## config.mk

```make
export PLATFORM = sky130hd
export DESIGN_NAME = ccd_row_readout_sequencer
export DESIGN_NICKNAME = d
export VERILOG_FILES = /design/src/rtl/ccd_readout_pkg.sv /design/src/rtl/ccd_row_readout_sequencer.sv
export VERILOG_INCLUDE_DIRS = /design/src /design/src/rtl
export SDC_FILE = /design/constraint.sdc
export NUM_CORES = 1
export LEC_CHECK = 0
export BUFFER_PORTS_ARGS = -buffer_cell sky130_fd_sc_hd__buf_4
export CORE_ASPECT_RATIO = 0.8
export CORE_UTILIZATION = 40
export CTS_CLUSTER_SIZE = 24
export DETAILED_ROUTE_END_ITERATION = 7
export GPL_TIMING_DRIVEN = 0
export PLACE_DENSITY = 0.61
export SYNTH_ARGS = -nofsm -noshare
export SYNTH_HDL_FRONTEND = slang
export SYNTH_SLANG_ARGS = --single-unit
```

## constraint.sdc

```tcl
create_clock -name ref_clk -period 3.62 [get_ports ref_clk]
set_clock_uncertainty 0.15 [all_clocks]
set_input_delay 0.181 -clock ref_clk [delete_from_list [all_inputs] [get_ports ref_clk]]
set_output_delay 0.181 -clock ref_clk [all_outputs]
set_load 0.01 [all_outputs]
```

## src/rtl/ccd_readout_map.svh

```systemverilog
// Constants for the row readout sequencer: counts, compare values and preloads.
`ifndef CCD_READOUT_MAP_SVH
`define CCD_READOUT_MAP_SVH

// Pixel periods in one complete horizontal row readout.
`define LINE_TOTAL_PIXELS 12'h197
// Pixel periods that can carry photo-generated charge.
`define ACTIVE_PIXELS 12'h181
// Pixel count that closes the active-line interval (384).
`define ACTIVE_END_COUNT 12'h180
// Pixel counter preload, the hard-wired negative offset (-20).
`define PIXEL_PRELOAD 12'hfec
// Width of the pixel counter.
`define PIXEL_W 12

// Vertical counter width and its frame transfer preload (-291).
`define VERT_W 10
`define VERT_PRELOAD 10'h2dd
// Vertical count that reads -1 and ends frame transfer.
`define VERT_FT_LAST 10'h3ff
// Last storage row of the frame, for the catch-all end compare (287).
`define VERT_LAST_ROW 12'h11f

// Vertical divider: system clock divided by 6, row advance and gate phases.
`define DIV_RATIO 3'h6
`define DIV_ADVANCE_PHASE 3'h2
`define DIV_GATE_PHASE 3'h5

// Black reference shift register length, tap position and pulse width.
`define BLACK_SR_W 16
`define BLACK_TAP 8
`define BLACK_WIDTH 4

// Delay of the window-active signal in clock periods.
`define WIN_DELAY 2

`endif

```

## src/rtl/ccd_readout_pkg.sv

```systemverilog
// Types shared by the row readout sequencer.
package ccd_readout_pkg;

  // Sequencer phases of one frame: restart, transfer, settle, readout, resume.
  typedef enum logic [2:0] {
    st_idle,
    st_frame,
    st_settle,
    st_horiz_start_pulse,
    st_hread,
    st_hdone,
    st_storage
  } seq_state_t;

endpackage

```

## src/rtl/ccd_row_readout_sequencer.sv

```systemverilog
// Horizontal and vertical readout sequencer for a frame transfer image sensor.
`timescale 1ns/1ns
`include "ccd_readout_map.svh"

module ccd_row_readout_sequencer
  import ccd_readout_pkg::*;
#(
  parameter logic [`PIXEL_W-1:0] pixel_preload_straps = `PIXEL_PRELOAD,
  parameter int black_tap = `BLACK_TAP
) (
  input wire logic ref_clk,
  input wire logic rst_b,
  input wire logic clk_en,
  input wire logic line_reset_n,
  input wire logic bitmap_row_stop_bit,
  input wire logic bitmap_row_data_bit,
  input wire logic bitmap_frame_end_bit,
  input wire logic [3:0] window_id,
  input wire logic bitmap_ctr_load_n,
  input wire logic bitmap_ctr_count_en,
  input wire logic [`PIXEL_W-1:0] bitmap_ctr_value,
  output logic horiz_run_n,
  output logic storage_run_n,
  output logic image_run_n,
  output logic horiz_start_pulse,
  output logic line_end_n,
  output logic active_end_n,
  output logic active_line_n,
  output logic black_ref_n,
  output logic frame_sync_n,
  output logic dump_row_n,
  output logic [3:0] window_id_out,
  output logic window_active_n,
  output logic [`PIXEL_W-1:0] pixel_count,
  output logic [`VERT_W-1:0] vert_count,
  output logic vert_gate_pulse,
  output logic row_advance_pulse
);

  // Eight bit compare on bits 8:1, enabled only for a positive count.
  function automatic logic cmp8(input logic [`PIXEL_W-1:0] count, input logic [`PIXEL_W-1:0] target);
    cmp8 = !count[`PIXEL_W-1] && (count != '0) && (count[8:1] == target[8:1]);
  endfunction

  seq_state_t state; // Current sequencer phase.
  logic [2:0] div_count; // Vertical divider phase, 0 to 5.
  logic active_q; // Active-line interval, before dump masking.
  logic [`BLACK_SR_W-1:0] black_sr; // History of horizontal run.
  logic [`WIN_DELAY-1:0] win_delay; // Window-active delay stages.
  logic [3:0] window_q; // Window identifiers sampled from the bitmap.
  logic line_end; // Line-end comparator output.
  logic active_end; // Active-end comparator output.
  logic frame_end; // Catch-all or bitmap frame end at the gate.
  logic win_any; // Any gated window identifier nonzero.
  logic black_pulse; // Raw black reference window from the shift register.

  // Comparators read the registered counters, so their outputs settle early.
  // LSB-blind compares
  assign line_end = cmp8(pixel_count, `LINE_TOTAL_PIXELS);
  assign active_end = cmp8(pixel_count, `ACTIVE_END_COUNT);
  assign line_end_n = !line_end;
  assign active_end_n = !active_end;

  // The storage end compare uses the same decoder on the sign-extended row count.
  assign frame_end = bitmap_frame_end_bit
    || cmp8({{(`PIXEL_W-`VERT_W){vert_count[`VERT_W-1]}}, vert_count}, `VERT_LAST_ROW);

  // Divider phases give two pulses per vertical period.
  // divider pulses
  assign row_advance_pulse = !storage_run_n && (div_count == `DIV_ADVANCE_PHASE);
  assign vert_gate_pulse = !storage_run_n && (div_count == `DIV_GATE_PHASE);

  // Dump rows must never look like live data, so the masks sit after the flops.
  // dump masks
  assign active_line_n = !(active_q && dump_row_n);
  assign window_id_out = active_line_n ? 4'h0 : window_q;
  assign win_any = |window_id_out;
  assign window_active_n = !win_delay[`WIN_DELAY-1];

  assign black_pulse = black_sr[black_tap] && !black_sr[black_tap+`BLACK_WIDTH];
  assign black_ref_n = !(black_pulse && dump_row_n);

  // Main sequencer: owns the run signals, frame sync and the start pulse.
  // Line reset low parks everything so the bitmap can be programmed safely.
  always_ff @(posedge ref_clk or negedge rst_b) begin
    if (!rst_b) begin
      state <= st_idle;
      horiz_run_n <= 1'b1;
      storage_run_n <= 1'b1;
      image_run_n <= 1'b1;
      horiz_start_pulse <= 1'b0;
      frame_sync_n <= 1'b0;
    end else if (clk_en) begin
      horiz_start_pulse <= 1'b0;
      if (!line_reset_n) begin
        // Camera halted: all runs inactive, restart from frame transfer later.
        state <= st_idle;
        horiz_run_n <= 1'b1;
        storage_run_n <= 1'b1;
        image_run_n <= 1'b1;
        frame_sync_n <= 1'b0;
      end else begin
        unique case (state)
          st_idle: begin
            if (horiz_run_n && storage_run_n) begin
              storage_run_n <= 1'b0;
              image_run_n <= 1'b0;
              frame_sync_n <= 1'b0;
              state <= st_frame;
            end
          end
          st_frame: begin
            if (vert_count == `VERT_FT_LAST) begin
              storage_run_n <= 1'b1;
              image_run_n <= 1'b1;
              state <= st_settle;
            end
          end
          st_settle: begin
            // First settling clock after the vertical halt.
            // start pulse
            horiz_start_pulse <= 1'b1;
            state <= st_horiz_start_pulse;
          end
          st_horiz_start_pulse: begin
            horiz_run_n <= 1'b0;
            state <= st_hread;
          end
          st_hread: begin
            // Every period is clocked out before the run drops.
            // full row
            if (line_end) begin
              horiz_run_n <= 1'b1;
              state <= st_hdone;
            end
          end
          st_hdone: begin
            storage_run_n <= 1'b0;
            frame_sync_n <= 1'b1;
            state <= st_storage;
          end
          st_storage: begin
            // Row decisions are taken only at the gate, once the transfer is complete.
            if (vert_gate_pulse) begin
              if (frame_end) begin
                // Last row reached: straight into the next frame transfer.
                image_run_n <= 1'b0;
                frame_sync_n <= 1'b0;
                state <= st_frame;
              end else if (bitmap_row_stop_bit) begin
                storage_run_n <= 1'b1;
                state <= st_settle;
              end
            end
          end
        endcase
      end
    end
  end

  // Vertical divider, held at its load value while storage run is inactive.
  always_ff @(posedge ref_clk or negedge rst_b) begin
    if (!rst_b) begin
      div_count <= 3'h0;
    end else if (clk_en) begin
      if (storage_run_n) begin
        div_count <= 3'h0;
      end else if (div_count == `DIV_RATIO - 3'h1) begin
        div_count <= 3'h0;
      end else begin
        div_count <= div_count + 3'h1;
      end
    end
  end

  // Vertical counter: negative through frame transfer, then the storage row number.
  always_ff @(posedge ref_clk or negedge rst_b) begin
    if (!rst_b) begin
      vert_count <= `VERT_PRELOAD;
    end else if (clk_en) begin
      if (state == st_idle || (state == st_storage && vert_gate_pulse && frame_end)) begin
        vert_count <= `VERT_PRELOAD;
      end else if (row_advance_pulse) begin
        vert_count <= vert_count + {{(`VERT_W-1){1'b0}}, 1'b1};
      end
    end
  end

  // Pixel counter: preload while idle, count while the horizontal run is active.
  // With line reset low the bitmap loader drives it for auto-increment access.
  always_ff @(posedge ref_clk or negedge rst_b) begin
    if (!rst_b) begin
      pixel_count <= `PIXEL_PRELOAD;
    end else if (clk_en) begin
      if (!line_reset_n) begin
        if (!bitmap_ctr_load_n) begin
          pixel_count <= bitmap_ctr_value;
        end else if (bitmap_ctr_count_en) begin
          pixel_count <= pixel_count + {{(`PIXEL_W-1){1'b0}}, 1'b1};
        end
      end else if (horiz_run_n) begin
        pixel_count <= pixel_preload_straps;
      end else begin
        pixel_count <= pixel_count + {{(`PIXEL_W-1){1'b0}}, 1'b1};
      end
    end
  end

  // Active-line flag, set as the counter rolls to zero and cleared at the end compare.
  always_ff @(posedge ref_clk or negedge rst_b) begin
    if (!rst_b) begin
      active_q <= 1'b0;
    end else if (clk_en) begin
      if (horiz_run_n || active_end) begin
        active_q <= 1'b0;
      end else if (pixel_count == {`PIXEL_W{1'b1}}) begin
        active_q <= 1'b1;
      end
    end
  end

  // Dump-row flag: forced during frame transfer, sampled from the bitmap at the gate.
  // Forcing it in transfer is what keeps the first readout free of events.
  always_ff @(posedge ref_clk or negedge rst_b) begin
    if (!rst_b) begin
      dump_row_n <= 1'b0;
    end else if (clk_en) begin
      if (state == st_frame || state == st_idle) begin
        dump_row_n <= 1'b0;
      end else if (state == st_storage && vert_gate_pulse) begin
        dump_row_n <= bitmap_row_data_bit;
      end
    end
  end

  // Black reference history of the horizontal run.
  always_ff @(posedge ref_clk or negedge rst_b) begin
    if (!rst_b) begin
      black_sr <= '0;
    end else if (clk_en) begin
      black_sr <= {black_sr[`BLACK_SR_W-2:0], !horiz_run_n};
    end
  end

  // Window identifiers are sampled once, then gated by the active-line interval.
  always_ff @(posedge ref_clk or negedge rst_b) begin
    if (!rst_b) begin
      window_q <= 4'h0;
    end else if (clk_en) begin
      window_q <= window_id;
    end
  end

  // Window-active delay line, cleared whenever the active line is inactive (active_line_n high).
  // Clearing rather than masking stops a stale window leaking past the line end.
  always_ff @(posedge ref_clk or negedge rst_b) begin
    if (!rst_b) begin
      win_delay <= '0;
    end else if (clk_en) begin
      if (active_line_n) begin
        win_delay <= '0;
      end else begin
        win_delay <= {win_delay[`WIN_DELAY-2:0], win_any};
      end
    end
  end

  a_line_stop: assert property (@(posedge ref_clk) disable iff (!rst_b || !clk_en || !line_reset_n)
    (line_end && !horiz_run_n && state == st_hread) |=> horiz_run_n)
    else $error("Horizontal run did not drop after line end.");

  a_vrun_resume: assert property (@(posedge ref_clk) disable iff (!rst_b || !clk_en || !line_reset_n)
    $rose(horiz_run_n) |=> !storage_run_n && frame_sync_n)
    else $error("Storage run not resumed one clock after readout.");

  a_horiz_run_n_settle: assert property (@(posedge ref_clk) disable iff (!rst_b || !clk_en || !line_reset_n)
    $rose(storage_run_n) |-> horiz_run_n ##1 (horiz_run_n && horiz_start_pulse) ##1 !horiz_run_n)
    else $error("Horizontal run not two clocks after vertical halt.");

  a_start_pulse: assert property (@(posedge ref_clk) disable iff (!rst_b || !clk_en || !line_reset_n)
    horiz_start_pulse |=> !horiz_start_pulse && !horiz_run_n && pixel_count == pixel_preload_straps)
    else $error("Start pulse did not begin the pixel count.");

  a_dump_masks: assert property (@(posedge ref_clk) disable iff (!rst_b)
    !dump_row_n |-> active_line_n && black_ref_n && window_id_out == 4'h0)
    else $error("Dump row produced active line or black reference.");

  a_black_width: assert property (@(posedge ref_clk) disable iff (!rst_b || !clk_en || !line_reset_n)
    $fell(black_ref_n) && dump_row_n |-> (!black_ref_n || !dump_row_n)[*4] ##1 black_ref_n)
    else $error("Black reference pulse is not four clocks wide.");

  a_restart: assert property (@(posedge ref_clk) disable iff (!rst_b || !clk_en || !line_reset_n)
    (horiz_run_n && storage_run_n && state == st_idle) |=> !storage_run_n && !image_run_n)
    else $error("Idle sequencer did not force vertical run.");

  a_frame_end: assert property (@(posedge ref_clk) disable iff (!rst_b || !clk_en || !line_reset_n)
    (state == st_frame && vert_count == `VERT_FT_LAST) |=> storage_run_n && image_run_n)
    else $error("Frame transfer did not end at count -1.");

  a_win_delay: assert property (@(posedge ref_clk) disable iff (!rst_b || !clk_en)
    (!active_line_n)[*3] |-> window_active_n == !$past(win_any, 2))
    else $error("Window active is not the two-clock delayed OR.");

  a_active_end: assert property (@(posedge ref_clk) disable iff (!rst_b || !clk_en)
    (active_end && !horiz_run_n) |=> active_line_n)
    else $error("Active line still high after count 384.");

endmodule // ccd_row_readout_sequencer

```

Word level (Yosys, flattened, before mapping)
Index checks and enable logic that the tools add are counted.
- bits in registers: 54
- latch bits: 0
- RAM bits: 0
- ROM bits: 0
- memories: 0
- add/subtract/negate cells: 3
- multipliers: 0
- div/mod/pow operators: 0
- magnitude comparators: 0
- equal/unequal tests: 26
- shifts and indexed selects: 0
- mux-type cells: 40
- bitwise gates (word level): 0
- reductions and logical operators: 43
- operators by type and width (kind ; number):
    $mux W12 ; 4
    $mux W3 ; 9
    $eq A8 B8 Y1 const B ; 3
    $reduce_bool A12 Y1 ; 2
    $ne A3 B3 Y1 const B ; 7
    $pmux W3 S7 ; 1
    $mux W10 ; 2
    $mux W1 ; 18
    $logic_and A1 B1 Y1 ; 13
    $add A12 B1 Y12 const B ; 1
    $eq A12 B12 Y1 const B ; 1
    $eq A3 B3 Y1 const B ; 4
    $reduce_and A6 Y1 ; 2
    $add A10 B1 Y10 const B ; 1
    $eq A10 B10 Y1 const B ; 1
    $logic_not A1 Y1 ; 10
    $eq A3 B2 Y1 const B ; 3
    $ne A4 B1 Y1 const B ; 2
    $reduce_and A2 Y1 ; 4
    $reduce_and A7 Y1 ; 1
    $pmux W1 S3 ; 2
    $reduce_bool A2 Y1 ; 3
    $ne A5 B1 Y1 const B ; 1
    $reduce_and A5 Y1 ; 1
    other kinds (13) ; 16

Longest topological paths before layout
Gate-level depths: netlist (run 1).
- depth in word-level cells: 8
- mapped depth: 7
- depth with buffers taken out: 6

Worst setup path after synthesis (run 1)
Ideal clock, no wire load.
- path type: reg2reg
- start point: reg pixel_count[2]
- end point: reg pixel_count[7]
- library setup time: 93 ps
- data arrival time: 1653 ps
- setup slack: 1724 ps
- stages on the path, launching flop included: 8
- buffers on the path: 2
- clock period less this slack: 1896 ps
- path through: dfstp_2 -> buf_2 -> and4_1 -> buf_2 -> nand4_1 -> or2_2 -> o22ai_1 -> a21oi_1
- word-level cells in the longest chain between the ends: 4
- elaborated cells on any way between the ends: 5
- classes of those cells: add/sub: 1; mux: 4
- ends and longest elaborated chain (item ; line ; RTL):
    start, declared ; ccd_row_readout_sequencer.sv:34 ; output logic [`PIXEL_W-1:0] pixel_count,
    start signal, assigned ; ccd_row_readout_sequencer.sv:193 ; pixel_count <= `PIXEL_PRELOAD;
    start signal, assigned ; ccd_row_readout_sequencer.sv:197 ; pixel_count <= bitmap_ctr_value;
    start signal, assigned ; ccd_row_readout_sequencer.sv:199 ; pixel_count <= pixel_count + {{(`PIXEL_W-1){1'b0}}, 1'b1};
    $add A12 B1 Y12 (*) ; ccd_row_readout_sequencer.sv:199, ccd_row_readout_sequencer.sv:204 ;
    $mux W12 ; ccd_row_readout_sequencer.sv:198 ; end else if (bitmap_ctr_count_en) begin
    $mux W12 ; ccd_row_readout_sequencer.sv:196 ; if (!bitmap_ctr_load_n) begin
    $mux W12 (*) ; ccd_row_readout_sequencer.sv:195 ; if (!line_reset_n) begin
Mark *: on every way between the ends. The rest lies on a longest branch, timed or not. The select of a mux whose other input is x is not followed.
A chain may end at the register's enable or synchronous reset.

Final worst setup path (run 1)
- start point: reg pixel_count[7]
- end point: out active_end_n
- word-level cells in the longest chain between the ends: 4
- elaborated cells on any way between the ends: 5
- classes of those cells: eq/ne: 1; reduce/logical: 4
- ends and longest elaborated chain (item ; line ; RTL):
    $reduce_bool A12 Y1 ; ccd_row_readout_sequencer.sv:42 ; cmp8 = !count[`PIXEL_W-1] && (count != '0) && (count[8:1] == target[8:1]);
    $logic_and A1 B1 Y1 ; ccd_row_readout_sequencer.sv:42 ;
    $logic_and A1 B1 Y1 (*) ; ccd_row_readout_sequencer.sv:42 ;
    $logic_not A1 Y1 (*) ; ccd_row_readout_sequencer.sv:62 ; assign active_end_n = !active_end;
    end, declared ; ccd_row_readout_sequencer.sv:27 ; output logic active_end_n,
Mark *: on every way between the ends. The rest lies on a longest branch, timed or not.

==> summary.txt, run 1 <==
Route
  • Wire length per cell: around 16 um
  • Vias/cell: roughly 5.7
  • Final wirelength: 7.57 mm
  • DRC viols: 0
  • DRT iter0 DRCs: 180
  • Via count: between 2k and 3k
  • ANT nets after route: 0
  • Drt first pass iters: 5

Pwr
  • Sw Pwr: between 0.0008 and 0.0009 W
  • Power per standard cell area: between 500 and 600 nW/um^2
  • P_int: 0.00139 W
  • Register share of total power: 0.460
  • Comb power frac: 0.384
  • Clock power frac: 0.156
  • Final Total Pwr: 0.00222 W
  • Sw frac: 0.375
  • Static Leakage: roughly 1.6 nW
  • VDD IR max: between 0.15 and 0.2 mV

Critical path
  • Crit-path max FO: 8
  • Buf+Inv Stages, Crit Path: 2
  • Worst-path cell chain: clkbuf_1 > nand3_1 > or4_1 > buf_4
  • Worst setup SP type: flip-flop
  • Slowest cell on crit path: dfstp_2
  • Worst Path Arrival: 1980 ps
  • Cell family with most CP delay: simple AND/OR/NAND/NOR gates
  • Worst Path Required: approximately 3300 ps
  • Crit. End Element: primary output
  • Kind of critical path: flip-flop to primary output
  • CP max stage delay: 540 ps

Logic synthesis
  • Post-synthesis sequential area ratio: 0.454
  • Post-Syn Instances: 317
  • Ys async rst share: 1.00
  • Dominant synthesized flop cell: dfrtp_1
  • Net Count, Synth: between 300 and 400
  • Number of distinct library cells after synthesis: 62
  • Ys Warns: 0
  • Mapped Area: 3030 sq um
  • Yosys reg bits: between 50 and 60
  • Avg Cell Area, Syn: around 9.6 sq um
  • Post-synth EDFFs: 0

Floorplanning
  • Row cnt: 27
  • Ports: between 60 and 70
  • Die area: ~7900 sq um
  • Initial Utilization: 0.427
  • DIE HEIGHT: approximately 80 um
  • Core Region: ~7100 sq um
  • Die width: 99.3 um

Placed design
  • # port buffers: just over 60
  • DP Cell Count: ~470
  • HPWL Detailed: between 5 and 6 mm
  • Final GP Congestion: ~0.9

Cells and area
  • Nets: roughly 420
  • ANT cells: 0
  • Final cell count without fillers: just under 500
  • P&R area growth vs syn: 24.4%
  • Reg area: between 1000 and 1500 sq um
  • Area occupied by multi-input gates: 1530 sq um
  • Layout cell share with drive strength beyond 1: 0.320
  • # fillers: around 670

Run status
  • Status: completed

Clock tree
  • Clock tree root buffer cell: clkbuf_8
  • Clk buf depth: 2
  • CTS clk-pin slew, worst paths: roughly 90 ps
  • CTS tree: built
  • Num CTS Buffers: 5
  • H-tree depth: 2
  • Setup bufs post-CTS: 0
  • Clk sinks: 54
  • Worst-Skew Late Latency: 310 ps

Timing
  • Final TNS setup: 0 ps
  • Slew HR: 0.560
  • RSZ-0062 raised after global routing: no
  • # setup viols final: 0
  • Slew @ Worst Pin: roughly 650 ps
  • Post-layout min period: between 2000 and 2500 ps
  • Max-slew violation count: 0
  • Final Cycle Share: 0.639
  • Max Clk Rate: roughly 0.43 GHz
  • WHS: between 15 and 20 ps
  • Final Hold Viols: 0

GRT
  • Met1 usage: 0.298
  • Total GRT Usage: 0.201
  • Number of global-route vias before repair: between 2k and 2.5k
  • First-pass GRT wire length: between 10 and 15 mm
  • Met3 usage: 0.0508
  • Met2 Track Usage GR: 0.285
  • Remaining Overflow, GRT: 0
  • Largest net degree at the start of global routing: 55
  • Antenna violations before repair: 0
  • Most Used Layer, Global Route: met1

Job
  • Max-Cap Viols: 0

Worst hold path
  • Hold/Removal Path Class: input port to flip-flop
through the flow:
step                instance area [sq um]  utilization  setup slack (ps)
floorplan                            3030            -              1720
global placement                     3590        0.507              1570
detailed placement                   3590        0.507              1550
CTS                                  3770        0.531              1320
global route                         3770        0.531              1200
finish                               3770        0.531              1310
power groups by stage:
stage | Sequential, W | Clock, W | Combinational (W)
floorplan | 0.00101 | 0 | 0.000542
global placement | 0.00103 | 0 | 0.000834
detailed placement | 0.00103 | 0 | 0.000842
CTS | 0.00102 | 0.000368 | 0.000852
global route | 0.00106 | 0.000387 | 0.000945
finish | 0.00102 | 0.000346 | 0.000855
cell families after synthesis:
group                      synth area share
and+or+nand+nor                       0.203
AOI/OAI and AO/OA                     0.205
DFF                                   0.454
buffers and inverters                0.0405
muxes                                0.0810
adders and majority gates            0.0165
path summary, 6_finish.rpt:
kind	start	endpoint	slack, ps	cells after the start
worst max-delay path	pixel_count[7]$_DFFE_PN1P_	active_end_n	1310	4
worst min-delay path	bitmap_ctr_value[5]	pixel_count[5]$_DFFE_PN1P_	20	3
worst max register to register	vert_count[0]$_DFFE_PN1P_	storage_run_n$_DFFE_PN1P_	1510	6
worst min register to register	black_sr[4]$_DFFE_PN0P_	black_sr[5]$_DFFE_PN0P_	360	1
max in group asynchronous	rst_b	black_sr[0]$_DFFE_PN0P_	2580	2
min in group asynchronous	rst_b	pixel_count[1]$_DFFE_PN0P_	280	2
worst register-to-register path: stages (launching register included):
cell	delay (ps)
dfstp_2	580
ha_1	210
and3_1	190
nand3_1	180
a41oi_2	350
o21ai_1	110
mux2_2	280
cell usage after synthesis, drive strengths merged, types with 2 or more instances:
cell type | n | area [sq um]
nor4 | 2 | 12.5
nand2 | 35 | 131
nor2b | 3 | 18.8
or2 | 3 | 18.8
o311ai | 3 | 26.3
nand3 | 15 | 75.1
dfstp | 19 | 499
mux2 | 20 | 225
inv | 13 | 48.8
o32ai | 2 | 25.0
o21a | 4 | 30.0
and3 | 9 | 56.3
o21ai | 20 | 100
ha | 4 | 50.1
nand2b | 5 | 31.3
a311oi | 2 | 17.5
nor3 | 6 | 35.0
clkbuf | 9 | 33.8
and4 | 3 | 26.3
a2bb2oi | 2 | 17.5
buf | 9 | 40.0
a21oi | 19 | 95.1
a21boi | 3 | 22.5
nor2 | 23 | 86.3
nand4 | 3 | 18.8
o2bb2ai | 2 | 17.5
mux2i | 2 | 20.0
o22ai | 4 | 25.0
a31oi | 9 | 62.6
dfrtp | 35 | 876
o22a | 5 | 43.8
timing repair:
| item | CTS | global route |
|---|---|---|
| endpoints found under the hold margin | 42 | 0 |
| hold buffers | 8 | 0 |
| resized for setup | 0 | 0 |
routing by layer:
layer	vias to the layer above	wire, um
li1	1313	-
met1	1301	3810
met2	99	3170
met3	8	508
met4	0	85
met5	-	0
registers in the layout (all words and copies together) (netlist names):
signal,count
state,3
horiz_run_n,1
storage_run_n,1
dump_row_n,1
vert_count,10
window_q,4
image_run_n,1
div_count,3
black_sr,13
active_q,1
pixel_count,12
horiz_start_pulse,1
win_delay,2
frame_sync_n,1
layout make-up:
type,count,area share
clock buffer,7,0.0229
clock inverter,1,0.00133
tap,87,0.0289
sequential,54,0.365
timing repair buffer,69,0.143
buffer,18,0.0196
multi-input combinational,232,0.406
inverter,13,0.0130
cell usage in the layout (no fill, tap or decap), types with 6 or more instances in the layout:
cell	n
inv_1	13
buf_4	61
nand2_1	35
and3_1	9
nand3_1	15
clkbuf_8	6
a31oi_1	8
nor2_1	23
clkbuf_1	10
o21ai_0	18
mux2_2	19
a21oi_1	19
dlygate4sd3_1	8
dfrtp_1	35
dfstp_2	19
Note: power is estimated with default switching activity, not from simulation.
==> inputs of run 2 (changes only) <==
- ABC_AREA: not set -> 1
- PLACE_DENSITY: 0.61 -> 0.62
- clock period: 3.62 -> 2.1 ns (I/O delays scaled with it)
==> summary.txt, run 2 <==
Route
  • Final wirelength: between 8 and 9 mm
  • Drt first pass iters: 8
  • Via count: slightly above 3k
  • DRC viols: 2
  • ANT nets after route: 0
  • Wire length per cell: between 10 and 15 um
  • Vias/cell: 4.86
  • DRT iter0 DRCs: 153

Cells and area
  • Nets: around 560
  • ANT cells: 0
  • Commonest non-fill, non-tap cell in the layout: nand2_1
  • Max reg flops: 13
  • Layout cell share with drive strength beyond 1: 0.260
  • Largest register by flop count: black_sr
  • Largest regs: black_sr (13), pixel_count (12), vert_count (10)
  • Most frequent cells in the layout: nand2_1, buf_4, inv_1
  • P&R area growth vs syn: 28.5%

Placed design
  • # port buffers: 62
  • Final GP Congestion: between 0.9 and 1
  • Place WS: 145 ps
  • HPWL Detailed: just over 6 mm

Clock tree
  • Clock tree root buffer cell: clkbuf_8
  • H-tree depth: 2
  • Clk sinks: 54
  • Worst-Skew Late Latency: between 300 and 400 ps
  • CTS tree: built
  • Clk buf depth: 2
  • CTS clk-pin slew, worst paths: roughly 110 ps
  • Num CTS Buffers: 5

Timing
  • Max-slew violation count: 0
  • # setup viols final: 0
  • Final Hold Viols: 0
  • Post-layout min period: 1940 ps
  • Slew HR: 0.542
  • Max Clk Rate: 0.517 GHz
  • PnR worst setup slack: about 160 ps
  • Final Cycle Share: 0.922
  • Slew @ Worst Pin: around 700 ps

Logic synthesis
  • Post-synthesis mux area share: 0
  • Ys async rst share: 1.00
  • Ys Warns: 0
  • Post-synthesis sequential area ratio: 0.421
  • Synth Area in XOR/XNOR: 0.0161
  • Mapped Area: ~3300 sq um
  • Dominant synthesized flop cell: dfrtp_1
  • Post-synth top area cell: dfrtp_1
  • Post-synth EDFFs: 0
  • Post-Syn Instances: around 440
  • Largest family of logic cells by synthesized area: simple AND/OR/NAND/NOR gates
  • Synthesized-area fraction occupied by adder cells: 0.0153
  • Number of distinct library cells after synthesis: 39
  • Avg Cell Area, Syn: 7.41 sq um
  • Net Count, Synth: 470
  • Simple-gate share of the synthesized area: 0.343
  • Yosys reg bits: 54
  • Top cells by count, synth: nand2_1, inv_1, nor2_1
  • Most frequent cell after synthesis: nand2_1
  • Synth area leaders: dfrtp_1, dfstp_2, nand2_1
  • Compound-gate portion of the synthesized area: 0.114
  • Yosys top cell area share: 0.268

Run status
  • Failing checks: design-rule violations
  • Status: finished, violations left

Floorplanning
  • Die area: ~8500 sq um
  • Row cnt: 29
  • Core Region: between 7000 and 8000 sq um
  • Die width: around 100 um
  • Initial Utilization: 0.413
  • Ports: between 60 and 70
  • DIE HEIGHT: around 83 um

Pwr
  • Power per standard cell area: between 1000 and 1500 nW/um^2
  • Final Total Pwr: approximately 0.0043 W
  • Static Leakage: between 2 and 2.5 nW
  • VDD IR max: approximately 0.41 mV

GRT
  • Remaining Overflow, GRT: 0
  • Largest net degree at the start of global routing: 55
  • First-pass GRT wire length: ~14 mm
  • Number of global-route vias before repair: approximately 2.7k
  • Antenna violations before repair: 0
  • Total GRT Usage: 0.207

Critical path
  • Reg2reg setup slack: about 160 ps
  • R2R Path Start: vert_count[0]$_DFFE_PN1P_
  • R2r endpoint: state[1]$_DFFE_PN0P_
  • Worst setup SP type: flip-flop
  • Kind of critical path: flip-flop to flip-flop
  • Worst Path Required: 2160 ps
  • Crit-path max FO: 5
  • Critical path endpoint: state[1]$_DFFE_PN0P_
  • Crit. End Element: flip-flop
  • Worst Setup SP: vert_count[0]$_DFFE_PN1P_
  • FF-to-FF path depth: 10
  • Worst Path Arrival: 2000 ps

Worst hold path
  • Hold/Removal Path Class: input port to flip-flop

Job
  • Max-Cap Viols: 0
run 2: worst min path at each step:
stage | startpoint | end | cells past startpoint
final | bitmap_ctr_load_n | pixel_count[0]$_DFFE_PN0P_ | 4
after global routing | bitmap_ctr_load_n | pixel_count[0]$_DFFE_PN0P_ | 4
after CTS | bitmap_row_stop_bit | storage_run_n$_DFFE_PN1P_ | 5
after detailed placement | rst_b | black_sr[6]$_DFFE_PN0P_ | 1
after global placement | rst_b | black_sr[6]$_DFFE_PN0P_ | 1
after floorplan | rst_b | active_q$_DFFE_PN0P_ | 0
run 2: what timing repair did:
item / CTS / global route
gates resized for setup: 0 / 2
hold buffers: 20 / 0
setup buffers: 0 / 0
endpoints found under the hold margin: 55 / 0
endpoints found under the setup margin: 0 / 3
run 2: stage by stage:
| stage | utilization | hold WS [ps] | instance area [sq um] | instances | TNS [ps] |
|---|---|---|---|---|---|
| finish | 0.531 | 43.3 | 4200 | 639 | 0 |
| global route | 0.531 | 52.5 | 4200 | 639 | -20.6 |
| CTS | 0.530 | 25.5 | 4190 | 639 | 0 |
| detailed placement | 0.489 | 53.6 | 3870 | 611 | 0 |
| global placement | 0.489 | 62.8 | 3870 | 611 | 0 |
| floorplan | - | -341 | 3270 | 441 | 0 |
run 2: cell families after synthesis:
group | Yosys count
flip-flops | 54
adder cells (fa/ha/maj) | 4
AO/OA/AOI/OAI | 65
AND/OR/NAND/NOR | 242
buffers and inverters | 70
XOR/XNOR | 6
run 2: layout make-up:
| type | count | area [sq um] |
|---|---|---|
| buffer | 11 | 72.6 |
| clock buffer | 6 | 82.6 |
| clock inverter | 2 | 38.8 |
| fill | 778 | 3710 |
| inverter | 59 | 224 |
| multi-input combinational | 317 | 1600 |
| sequential | 54 | 1380 |
| tap | 108 | 135 |
| timing repair buffer | 82 | 666 |
run 2: report_power, final:
group          total [W]  switching, W  leakage, nW  internal, W
combinational    0.00183       0.00110         1.35     0.000732
clock           0.000766      0.000373       0.0618     0.000393
sequential       0.00172      0.000316        0.663      0.00141
total            0.00432       0.00179         2.08      0.00253
run 2: routing by layer:
metal  vias to the layer above  global-route usage  share of wire
li1                       1592                   -              -
met4                         0              0.0525          0.010
met5                         -                   0              0
met3                         7              0.0303          0.044
met2                        94               0.288           0.43
met1                      1414               0.332           0.52
run 2: critical path, stage by stage (launching register included):
cell and delay [ps]:
dfstp_2 600, ha_2 230, nand2_1 100, nor2_4 160, nand3_1 90, nand2_1 80
nand2_1 80, nor2_1 90, nand3_1 110, nand2_1 80, nand2_1 50
==> inputs of run 3 (changes only) <==
- CORE_MARGIN: not set -> 2
- RECOVER_POWER: not set -> 50
==> summary.txt, run 3 (synthesis results as in run 2) <==
Clock tree
  • CTS clk-pin slew, worst paths: roughly 100 ps
  • Num CTS Buffers: 5
  • H-tree depth: 2
  • Worst-Skew Late Latency: between 300 and 400 ps
  • Clk sinks: 54
  • Clock tree root buffer cell: clkbuf_8
  • Clk buf depth: 2
  • CTS tree: built

Placed design
  • Placed Area: 3870 sq um
  • DP Cell Count: 611
  • Place WS: approximately 160 ps
  • # port buffers: 62
  • HPWL Detailed: a little over 6 mm
  • Final GP Congestion: between 0.8 and 0.9

Cells and area
  • Final instance area: approximately 4100 sq um
  • Reg area: between 1000 and 1500 sq um
  • Area occupied by multi-input gates: 1600 sq um
  • Most frequent cells in the layout: nand2_1, buf_4, inv_1
  • # fillers: around 770
  • Layout cell share with drive strength beyond 1: 0.253
  • Largest regs: black_sr (13), pixel_count (12), vert_count (10)
  • Max reg flops: 13
  • P&R area growth vs syn: 26.7%
  • Largest register by flop count: black_sr
  • ANT cells: 0
  • Commonest non-fill, non-tap cell in the layout: nand2_1
  • Nets: between 500 and 600
  • Final cell count without fillers: 637

Floorplanning
  • Ports: 64
  • DIE HEIGHT: 84.8 um
  • Die width: about 110 um
  • Core Region: 7950 sq um
  • Row cnt: 29
  • Die area: about 9000 sq um
  • Initial Utilization: 0.411

Timing
  • Max-slew violation count: 0
  • RSZ-0062 raised after global routing: no
  • Slew HR: 0.0930
  • Final TNS setup: 0 ps
  • Max Clk Rate: approximately 0.52 GHz
  • PnR worst setup slack: approximately 180 ps
  • # setup viols final: 0
  • Post-layout min period: 1920 ps
  • Slew @ Worst Pin: about 1400 ps
  • Final Hold Viols: 0
  • Final Cycle Share: 0.915

GRT
  • Total GRT Usage: 0.194
  • Antenna violations before repair: 0
  • Number of global-route vias before repair: ~2.8k
  • Remaining Overflow, GRT: 0
  • First-pass GRT wire length: around 14 mm
  • Largest net degree at the start of global routing: 55

Critical path
  • FF-to-FF path depth: 10
  • Worst Path Required: between 2000 and 2500 ps
  • Slowest cell on crit path: dfstp_2
  • CP max stage delay: about 600 ps
  • Crit. End Element: flip-flop
  • Cell family with most CP delay: simple AND/OR/NAND/NOR gates
  • R2r endpoint: state[1]$_DFFE_PN0P_
  • Worst Path Arrival: between 1500 and 2000 ps
  • Most used cell, CP: nand2_1
  • Crit-path max FO: 5
  • Buf+Inv Stages, Crit Path: 0
  • Worst setup SP type: flip-flop
  • Worst-path cell chain: ha_2 > nand2_1 > nor2_4 > nand3_1 > nand2_1 > nand2_1 > nor2_1 > nand3_1 > nand2_1 > nand2_1
  • Kind of critical path: flip-flop to flip-flop
  • Reg2reg setup slack: about 180 ps
  • R2R Path Start: vert_count[0]$_DFFE_PN1P_

Route
  • Wire length per cell: roughly 13 um
  • DRC viols: 0
  • Via count: roughly 3k
  • Drt first pass iters: 5
  • Vias/cell: just under 5
  • ANT nets after route: 0
  • DRT iter0 DRCs: roughly 230
  • Final wirelength: between 8 and 9 mm

Pwr
  • VDD IR max: slightly below 0.4 mV
  • Power per standard cell area: 1030 nW/um^2
  • Static Leakage: 2.05 nW
  • Final Total Pwr: between 0.004 and 0.005 W

Worst hold path
  • Hold path depth: 3
  • Hold/Removal Path Class: input port to flip-flop
  • Worst hold endpoint: pixel_count[8]$_DFFE_PN1P_
  • Hold_sp: bitmap_ctr_value[8]

Job
  • Max-Cap Viols: 0

Run status
  • Status: completed
[run 3: worst max-delay path by stage]
stage                     slack [ps]                    to  cells after the start                      start
after floorplan                  340  state[1]$_DFFE_PN0P_                     10  vert_count[0]$_DFFE_PN1P_
after global placement           170  state[0]$_DFFE_PN0P_                     10  vert_count[0]$_DFFE_PN1P_
after detailed placement         160  state[1]$_DFFE_PN0P_                     10  vert_count[0]$_DFFE_PN1P_
after CTS                        110  state[1]$_DFFE_PN0P_                     10  vert_count[0]$_DFFE_PN1P_
after global routing              20  state[1]$_DFFE_PN0P_                     10  vert_count[0]$_DFFE_PN1P_
final                            180  state[1]$_DFFE_PN0P_                     10  vert_count[0]$_DFFE_PN1P_
[run 3: power breakdown]
part	internal [W]	switching [W]	total, W
combinational	0.000741	0.00109	0.00184
sequential	0.00141	0.000311	0.00172
clock	0.000359	0.000366	0.000725
[run 3: what timing repair did]
action,4_1_cts,5_1_grt
hold buffers,16,0
setup buffers,0,2
hold endpoints to repair,51,0
gates resized for setup,0,2
setup endpoints to repair,0,3
[run 3: tightest hold or removal path, delay by kind of cell]
kind                   cells  cell delay, ps
AOI/OAI and AO/OA          2             230
buffers and inverters      1              80
[run 3: through the flow]
stage / hold WS, ps / utilization
CTS: 0.419 / 0.521
global placement: 60.6 / 0.487
floorplan: -341 / -
global route: 26.6 / 0.521
detailed placement: 58.4 / 0.487
finish: 3.99 / 0.521
[run 3: layout make-up]
class,instances,area share
flip-flops and latches,54,0.332
inverters,59,0.0541
clock inverters,2,0.00937
repair buffers,80,0.151
well taps,108,0.0326
clock buffers,6,0.0175
plain buffers,11,0.0157
multi-input cells,317,0.387
[run 3: layer usage]
metal  vias up  share of wire  track usage
met1      1407           0.52        0.306
li1       1598              -            -
met2        72           0.43        0.285
met4         0         0.0096       0.0376
met5         -              0            0
met3         7          0.043       0.0269
